## src/rtl/piyo_pkg.sv

```systemverilog
// Purpose: Constants and types for the port-input and pointer-increment execution block.
// Assumes: One instruction word is offered per machine cycle, one clock per cycle.
// Notes:   Operation
// Operation
// (RQ1) First-port input loads all accumulator bits.
// (RQ2) Second-port input loads all accumulator bits.
// (RQ3) Third-port bits go to accumulator bits 1,0.
// (RQ4) Third-port input clears accumulator bits 3,2.
// (RQ5) Bit-port level goes to accumulator bit 0.
// (RQ6) Bit-port input clears accumulator bits 3..1.
// (RQ7) Pointer increment adds one to pointer.
// (RQ8) Zero pointer after increment skips next instruction.
// (RQ9) Four-bit pointer wraps; one word, one cycle.
package piyo_pkg;

    // Word and register widths.
    localparam int OPC_W = 10;
    localparam int ACC_W = 4;
    localparam int PTR_W = 4;
    localparam int THIRD_W = 2;

    // Opcode values of the instruction group.
    localparam logic [OPC_W-1:0] OPC_FIRST = 10'h260;
    localparam logic [OPC_W-1:0] OPC_SECOND_DEF = 10'h261;
    localparam logic [OPC_W-1:0] OPC_THIRD = 10'h262;
    localparam logic [OPC_W-1:0] OPC_BIT = 10'h26F;
    localparam logic [OPC_W-1:0] OPC_INC = 10'h013;

    // Values after reset, and the pointer step and zero constants.
    localparam logic [ACC_W-1:0] ACC_RST = 4'h0;
    localparam logic [PTR_W-1:0] PTR_RST = 4'h0;
    localparam logic [PTR_W-1:0] PTR_ONE = 4'h1;
    localparam logic [PTR_W-1:0] PTR_ZERO = 4'h0;

    // Decoded operation classes.
    typedef enum logic [2:0] {
        PIYO_OP_NONE   = 3'h0,
        PIYO_OP_FIRST  = 3'h1,
        PIYO_OP_SECOND = 3'h3,
        PIYO_OP_THIRD  = 3'h2,
        PIYO_OP_BIT    = 3'h6,
        PIYO_OP_INC    = 3'h7
    } piyo_op_e;

endpackage : piyo_pkg

```

## src/rtl/piyo_decode.sv

```systemverilog
// Purpose: Maps an instruction word onto the operation class of this group.
// Assumes: Words outside the group decode to no operation.
// Notes:   Purely combinational; the caller registers the effects.
`timescale 1ns/1ps
`default_nettype none
module piyo_decode #(
    parameter logic [piyo_pkg::OPC_W-1:0] OPC_SECOND = piyo_pkg::OPC_SECOND_DEF
) (
    // Instruction word.
    input  wire logic [piyo_pkg::OPC_W-1:0] instr,
    // Decoded class.
    output var piyo_pkg::piyo_op_e           op
);

    // Compares the word against each opcode of the group.
    always_comb begin
        case (instr)
            piyo_pkg::OPC_FIRST: op = piyo_pkg::PIYO_OP_FIRST;
            OPC_SECOND:          op = piyo_pkg::PIYO_OP_SECOND;
            piyo_pkg::OPC_THIRD: op = piyo_pkg::PIYO_OP_THIRD;
            piyo_pkg::OPC_BIT:   op = piyo_pkg::PIYO_OP_BIT;
            piyo_pkg::OPC_INC:   op = piyo_pkg::PIYO_OP_INC;
            default:             op = piyo_pkg::PIYO_OP_NONE;
        endcase
    end

endmodule : piyo_decode
`default_nettype wire

```

## src/rtl/piyo_exec.sv

```systemverilog
// Purpose: Executes the port-input and pointer-increment instructions of a 4-bit core.
// Assumes: Port pins are synchronous to clk; one instr_valid pulse per machine cycle.
// Notes:   A skipped instruction has no effect and clears the pending skip.
`timescale 1ns/1ps
`default_nettype none
module piyo_exec #(
    parameter logic [piyo_pkg::OPC_W-1:0] OPC_SECOND = piyo_pkg::OPC_SECOND_DEF
) (
    // Clock and reset.
    input  wire logic                        clk,
    input  wire logic                        rst,
    // Instruction offered by fetch.
    input  wire logic                        instr_valid,
    input  wire logic [piyo_pkg::OPC_W-1:0]  instr,
    // Port input pins.
    input  wire logic [piyo_pkg::ACC_W-1:0]  first_general_port,
    input  wire logic [piyo_pkg::ACC_W-1:0]  second_general_port,
    input  wire logic [piyo_pkg::THIRD_W-1:0] third_general_port,
    input  wire logic                        bit_port,
    // Loads from the rest of the core.
    input  wire logic                        acc_load_en,
    input  wire logic [piyo_pkg::ACC_W-1:0]  acc_load_val,
    input  wire logic                        ptr_load_en,
    input  wire logic [piyo_pkg::PTR_W-1:0]  ptr_load_val,
    // Register state and status.
    output logic      [piyo_pkg::ACC_W-1:0]  acc_r,
    output logic      [piyo_pkg::PTR_W-1:0]  ptr_r,
    output logic                             skip_pending_r,
    output logic                             exec_done_r,
    output logic                             skipped_r
);

    // Refuses an opcode that collides with another of the group.
    if (OPC_SECOND == piyo_pkg::OPC_FIRST || OPC_SECOND == piyo_pkg::OPC_THIRD ||
        OPC_SECOND == piyo_pkg::OPC_BIT || OPC_SECOND == piyo_pkg::OPC_INC) begin : g_chk
        $error("Second-port opcode collides with another opcode.");
    end

    piyo_pkg::piyo_op_e                op;
    logic                              exec;
    logic [piyo_pkg::ACC_W-1:0]        acc_nxt;
    logic [piyo_pkg::PTR_W-1:0]        ptr_nxt;
    logic [piyo_pkg::PTR_W-1:0]        ptr_inc;
    logic                              skip_nxt;
    logic                              done_nxt;
    logic                              skipped_nxt;

    // Decodes the offered word.
    piyo_decode #(
        .OPC_SECOND (OPC_SECOND)
    ) u_decode (
        .instr (instr),
        .op    (op)
    );

    // An offered word runs unless a skip is pending.
    assign exec = instr_valid && !skip_pending_r;
    assign ptr_inc = ptr_r + piyo_pkg::PTR_ONE;

    // Computes the next accumulator, pointer and skip state.
    always_comb begin
        acc_nxt = acc_load_en ? acc_load_val : acc_r;
        ptr_nxt = ptr_load_en ? ptr_load_val : ptr_r;
        skip_nxt = skip_pending_r;
        done_nxt = 1'b0;
        skipped_nxt = 1'b0;
        if (instr_valid && skip_pending_r) begin
            // (RQ8) Skip consumed here.
            skip_nxt = 1'b0;
            skipped_nxt = 1'b1;
        end else if (exec) begin
            // (RQ9) One cycle each.
            done_nxt = 1'b1;
            case (op)
                // (RQ1) First port load.
                piyo_pkg::PIYO_OP_FIRST: acc_nxt = first_general_port;
                // (RQ2) Second port load.
                piyo_pkg::PIYO_OP_SECOND: acc_nxt = second_general_port;
                // (RQ3) (RQ4) Third port, upper cleared.
                piyo_pkg::PIYO_OP_THIRD: acc_nxt = {2'h0, third_general_port};
                // (RQ5) (RQ6) Bit port, upper cleared.
                piyo_pkg::PIYO_OP_BIT: acc_nxt = {3'h0, bit_port};
                piyo_pkg::PIYO_OP_INC: begin
                    // (RQ7) Pointer plus one.
                    ptr_nxt = ptr_inc;
                    // (RQ8) Zero result arms skip.
                    skip_nxt = (ptr_inc == piyo_pkg::PTR_ZERO);
                end
                // Words outside the group only report completion.
                default: skipped_nxt = 1'b0;
            endcase
        end
    end

    // Registers the execution state.
    always_ff @(posedge clk or posedge rst) begin
        if (rst) begin
            acc_r <= piyo_pkg::ACC_RST;
            ptr_r <= piyo_pkg::PTR_RST;
            skip_pending_r <= 1'b0;
            exec_done_r <= 1'b0;
            skipped_r <= 1'b0;
        end else begin
            acc_r <= acc_nxt;
            ptr_r <= ptr_nxt;
            skip_pending_r <= skip_nxt;
            exec_done_r <= done_nxt;
            skipped_r <= skipped_nxt;
        end
    end
endmodule : piyo_exec
`default_nettype wire

```

## config.mk

```make
export PLATFORM = sky130hd
export DESIGN_NAME = piyo_exec
export DESIGN_NICKNAME = d
export VERILOG_FILES = /design/src/rtl/piyo_pkg.sv /design/src/rtl/piyo_decode.sv /design/src/rtl/piyo_exec.sv
export SDC_FILE = /design/constraint.sdc
export NUM_CORES = 1
export LEC_CHECK = 0
export ABC_AREA = 1
export BUFFER_PORTS_ARGS = -buffer_cell sky130_fd_sc_hd__buf_2
export CELL_PAD_IN_SITES_DETAIL_PLACEMENT = 1
export CELL_PAD_IN_SITES_GLOBAL_PLACEMENT = 2
export CORE_MARGIN = 8
export CORE_UTILIZATION = 22
export CTS_CLUSTER_DIAMETER = 30
export DETAILED_ROUTE_END_ITERATION = 6
export PLACE_DENSITY = 0.73
export SLEW_MARGIN = 40
export SYNTH_ARGS = -nofsm -noshare
export SYNTH_HDL_FRONTEND = slang
export SYNTH_SLANG_ARGS = --single-unit
```

## constraint.sdc

```tcl
create_clock -name clk -period 1.1 [get_ports clk]
set_input_delay 0.11 -clock clk [delete_from_list [all_inputs] [get_ports clk]]
set_output_delay 0.11 -clock clk [all_outputs]
set_load 0.02 [all_outputs]
```

==> run metrics <==
CTS Buffer Depth 2; Synth Flop Type dfrtp_1; PortBufs 44; clk_lat worst skew 0.24 ns; commonest cells in the netlist nand2_1 (37), inv_1 (23), nand3_1 (16); WL/cell approximately 12 microns; CTS buffer count 3; DIE HEIGHT 84.42 microns; Yosys top cell by area dfrtp_1; critical path arrival 1.32 ns; Pwr per Cell Area 869.3 nW/um^2; Vias 1091; fin crit share 1.083; first-pass GRT wire length 5.464 mm; largest cells by area after synthesis dfrtp_1 (27%), nand2_1 (13%), inv_1 (8.4%); HP Class in -> reg; Max-cap violations 0; Clock Sinks 11; post-route antenna net violation count 0; worst-path maximum fanout 3; critical path required time 1.23 ns; H-tree depth 1; largest net degree at the start of global routing 12; post-route cell area 1509 sq um; initial antenna violation count 0; placed instance area about 1400 sq um; hold depth 3; Worst path slowest cell dfrtp_2; slowest stage delay, CP roughly 0.44 ns; GP Congestion 0.7741; Starting DRT DRC Count 15; # setup viols final 4; core area 4629 sq um; crit path cell chain buf_6 -> mux2_2 -> mux2_4; router iterations before antenna repair 4; Slew @ Worst Pin 0.4455 ns; synth-to-layout area growth 46.54%; share of the synthesized area in the top cell type 0.2673; CTS tree yes; R2R Setup Slk -0.09 ns; starting density of the core 0.2224; R2R Path End ptr_r[1]; Ys Warns 0; clock slew at reported path FFs roughly 0.060 ns; DRC errors left 0; CP Buf/Inv Count 1; Cell Area, Synth a little over 1000 sq um; Reg2Reg Depth 3; std cell rows 25; dpl hpwl ~2.6 mm; Period minus WS final about 1.2 ns; worst hold start instr_valid; Mapped Nets 184; Stages on worst setup path 3; fin. max-slew vios 0; n_diodes 0; final wirelength roughly 3.1 mm; setup ws final -0.09169 ns; Seq cells post-synth 11; CP Capture Type flop; die width 84.42 microns; NumNets Final 243; layout cell share with drive strength beyond 1 0.4709; hold endpoint skipped_r; EDFF count, synth 0; root buf cell clkbuf_8; startpoint types flop; cell with the most instances after synthesis nand2_1; launching point of the worst reg2reg path ptr_r[1]; Worst VDD drop 0.0002813 V; All-Layer GR Usage 0.09260; Seq/Total Area, Yosys 0.2673; Fillers 596; Final Hold Viols 0; I/O Pins 45; fmax 839.1 MHz; cells after synthesis 148; Max-slew headroom 0.7026; Post-synth ARST share 1.000; run status finished with violations; RSZ-0062 raised after global routing yes; Largest delay share family, worst path multiplexers; critical path class reg -> reg; number of global-route vias before repair 1245; Worst Skew 0.008558 ns; Leak between 0.8 and 0.9 nW; final setup TNS -0.2338 ns; Vias/cell 4.196; violated checks setup timing; Unique masters post-synth 25; Mean Syn Cell Area 6.958 sq um; die area around 7000 sq um; GRT overflow 0
==> flip-flops by register name, summed over array words and instances, names as in the netlist <==
name / count
acc_r: 4
exec_done_r: 1
ptr_r: 4
skipped_r: 1
skip_pending_r: 1
==> how the worst max path moves through the flow <==
stage                        start             end
final                     ptr_r[1]        ptr_r[1]
after global routing      ptr_r[1]        ptr_r[1]
after CTS                 ptr_r[0]  skip_pending_r
after detailed placement  ptr_r[1]  skip_pending_r
after global placement    instr[3]        acc_r[2]
after floorplan           ptr_r[1]        ptr_r[2]
==> power breakdown <==
group	internal [W]	total (W)	leakage [nW]	switching, W
sequential	0.000441	0.000470	0.128	0.0000288
clock	0.000255	0.000415	0.0228	0.000160
combinational	0.000194	0.000427	0.667	0.000233
==> worst reg2reg max path, cell delays in order (launching register included) <==
cell     delay [ns]
dfrtp_2        0.44
buf_6          0.14
mux2_2         0.25
mux2_4         0.25
==> layout make-up <==
| type | count | area (sq um) | area share |
|---|---|---|---|
| Clock buffer | 4 | 45.04 | 0.02985 |
| Inverter | 30 | 113.9 | 0.07546 |
| Multi-Input combinational cell | 107 | 694.4 | 0.4602 |
| Sequential cell | 11 | 280.3 | 0.1857 |
| Tap cell | 54 | 67.56 | 0.04478 |
| Timing Repair Buffer | 54 | 307.8 | 0.2040 |
==> routing by layer <==
layer / vias to the layer above / track usage / routed length [microns]
li1: 572 / - / -
met1: 484 / 0.1044 / 1411
met2: 33 / 0.1547 / 1409
met3: 2 / 0.03805 / 260
met4: 0 / 0.02913 / 28
met5: - / 0 / 0
==> per-stage QoR <==
step,util,setup slack (ns),std cells,hold WS [ns],power [W]
5_1_grt,0.3259,-0.1229,260,0.1471,0.001401
4_1_cts,0.3181,-0.09953,259,0.1054,0.001310
3_3_place_gp,0.2957,-0.09511,252,0.1331,0.0008495
6_report,0.3259,-0.09169,260,0.1137,0.001312
3_5_place_dp,0.2957,-0.1164,252,0.1402,0.0008516
2_1_floorplan,-,-0.1027,148,-0.03776,0.0006863
==> cells in the final DEF (no fill, tap or decap), types with 2 or more instances in the layout <==
| cell type | instances |
|---|---|
| buf_4 | 8 |
| dfrtp_1 | 7 |
| nor2_4 | 6 |
| buf_6 | 2 |
| nor2_1 | 15 |
| nand2_2 | 4 |
| nand4_1 | 2 |
| nand2_1 | 37 |
| inv_1 | 23 |
| mux2_4 | 2 |
| nand3_1 | 16 |
| nand3_2 | 5 |
| clkbuf_8 | 3 |
| inv_2 | 5 |
| buf_2 | 43 |
| dfrtp_2 | 4 |
| ha_4 | 2 |
| o21ai_1 | 3 |
| mux2_2 | 6 |
| xor2_2 | 2 |
==> logic make-up after synthesis <==
family | after synthesis | synth area share
xor gates and xnor gates | 2 | 0.01701
and+or+nand+nor | 88 | 0.4483
DFF | 11 | 0.2673
buffers and inverters | 30 | 0.1106
adders and majority gates | 2 | 0.02430
muxes | 8 | 0.09477
AOI/OAI and AO/OA | 7 | 0.03766
==> repair_timing <==
action / 4_1_cts / 5_1_grt
resized for setup: 5 / 8
buffers inserted: 2 / 1
pin swaps: 2 / 3
endpoints found under the hold margin: 11 / 0
endpoints found under the setup margin: 3 / 7
hold buffers: 1 / 0
Power figures use the tool's default switching activity.
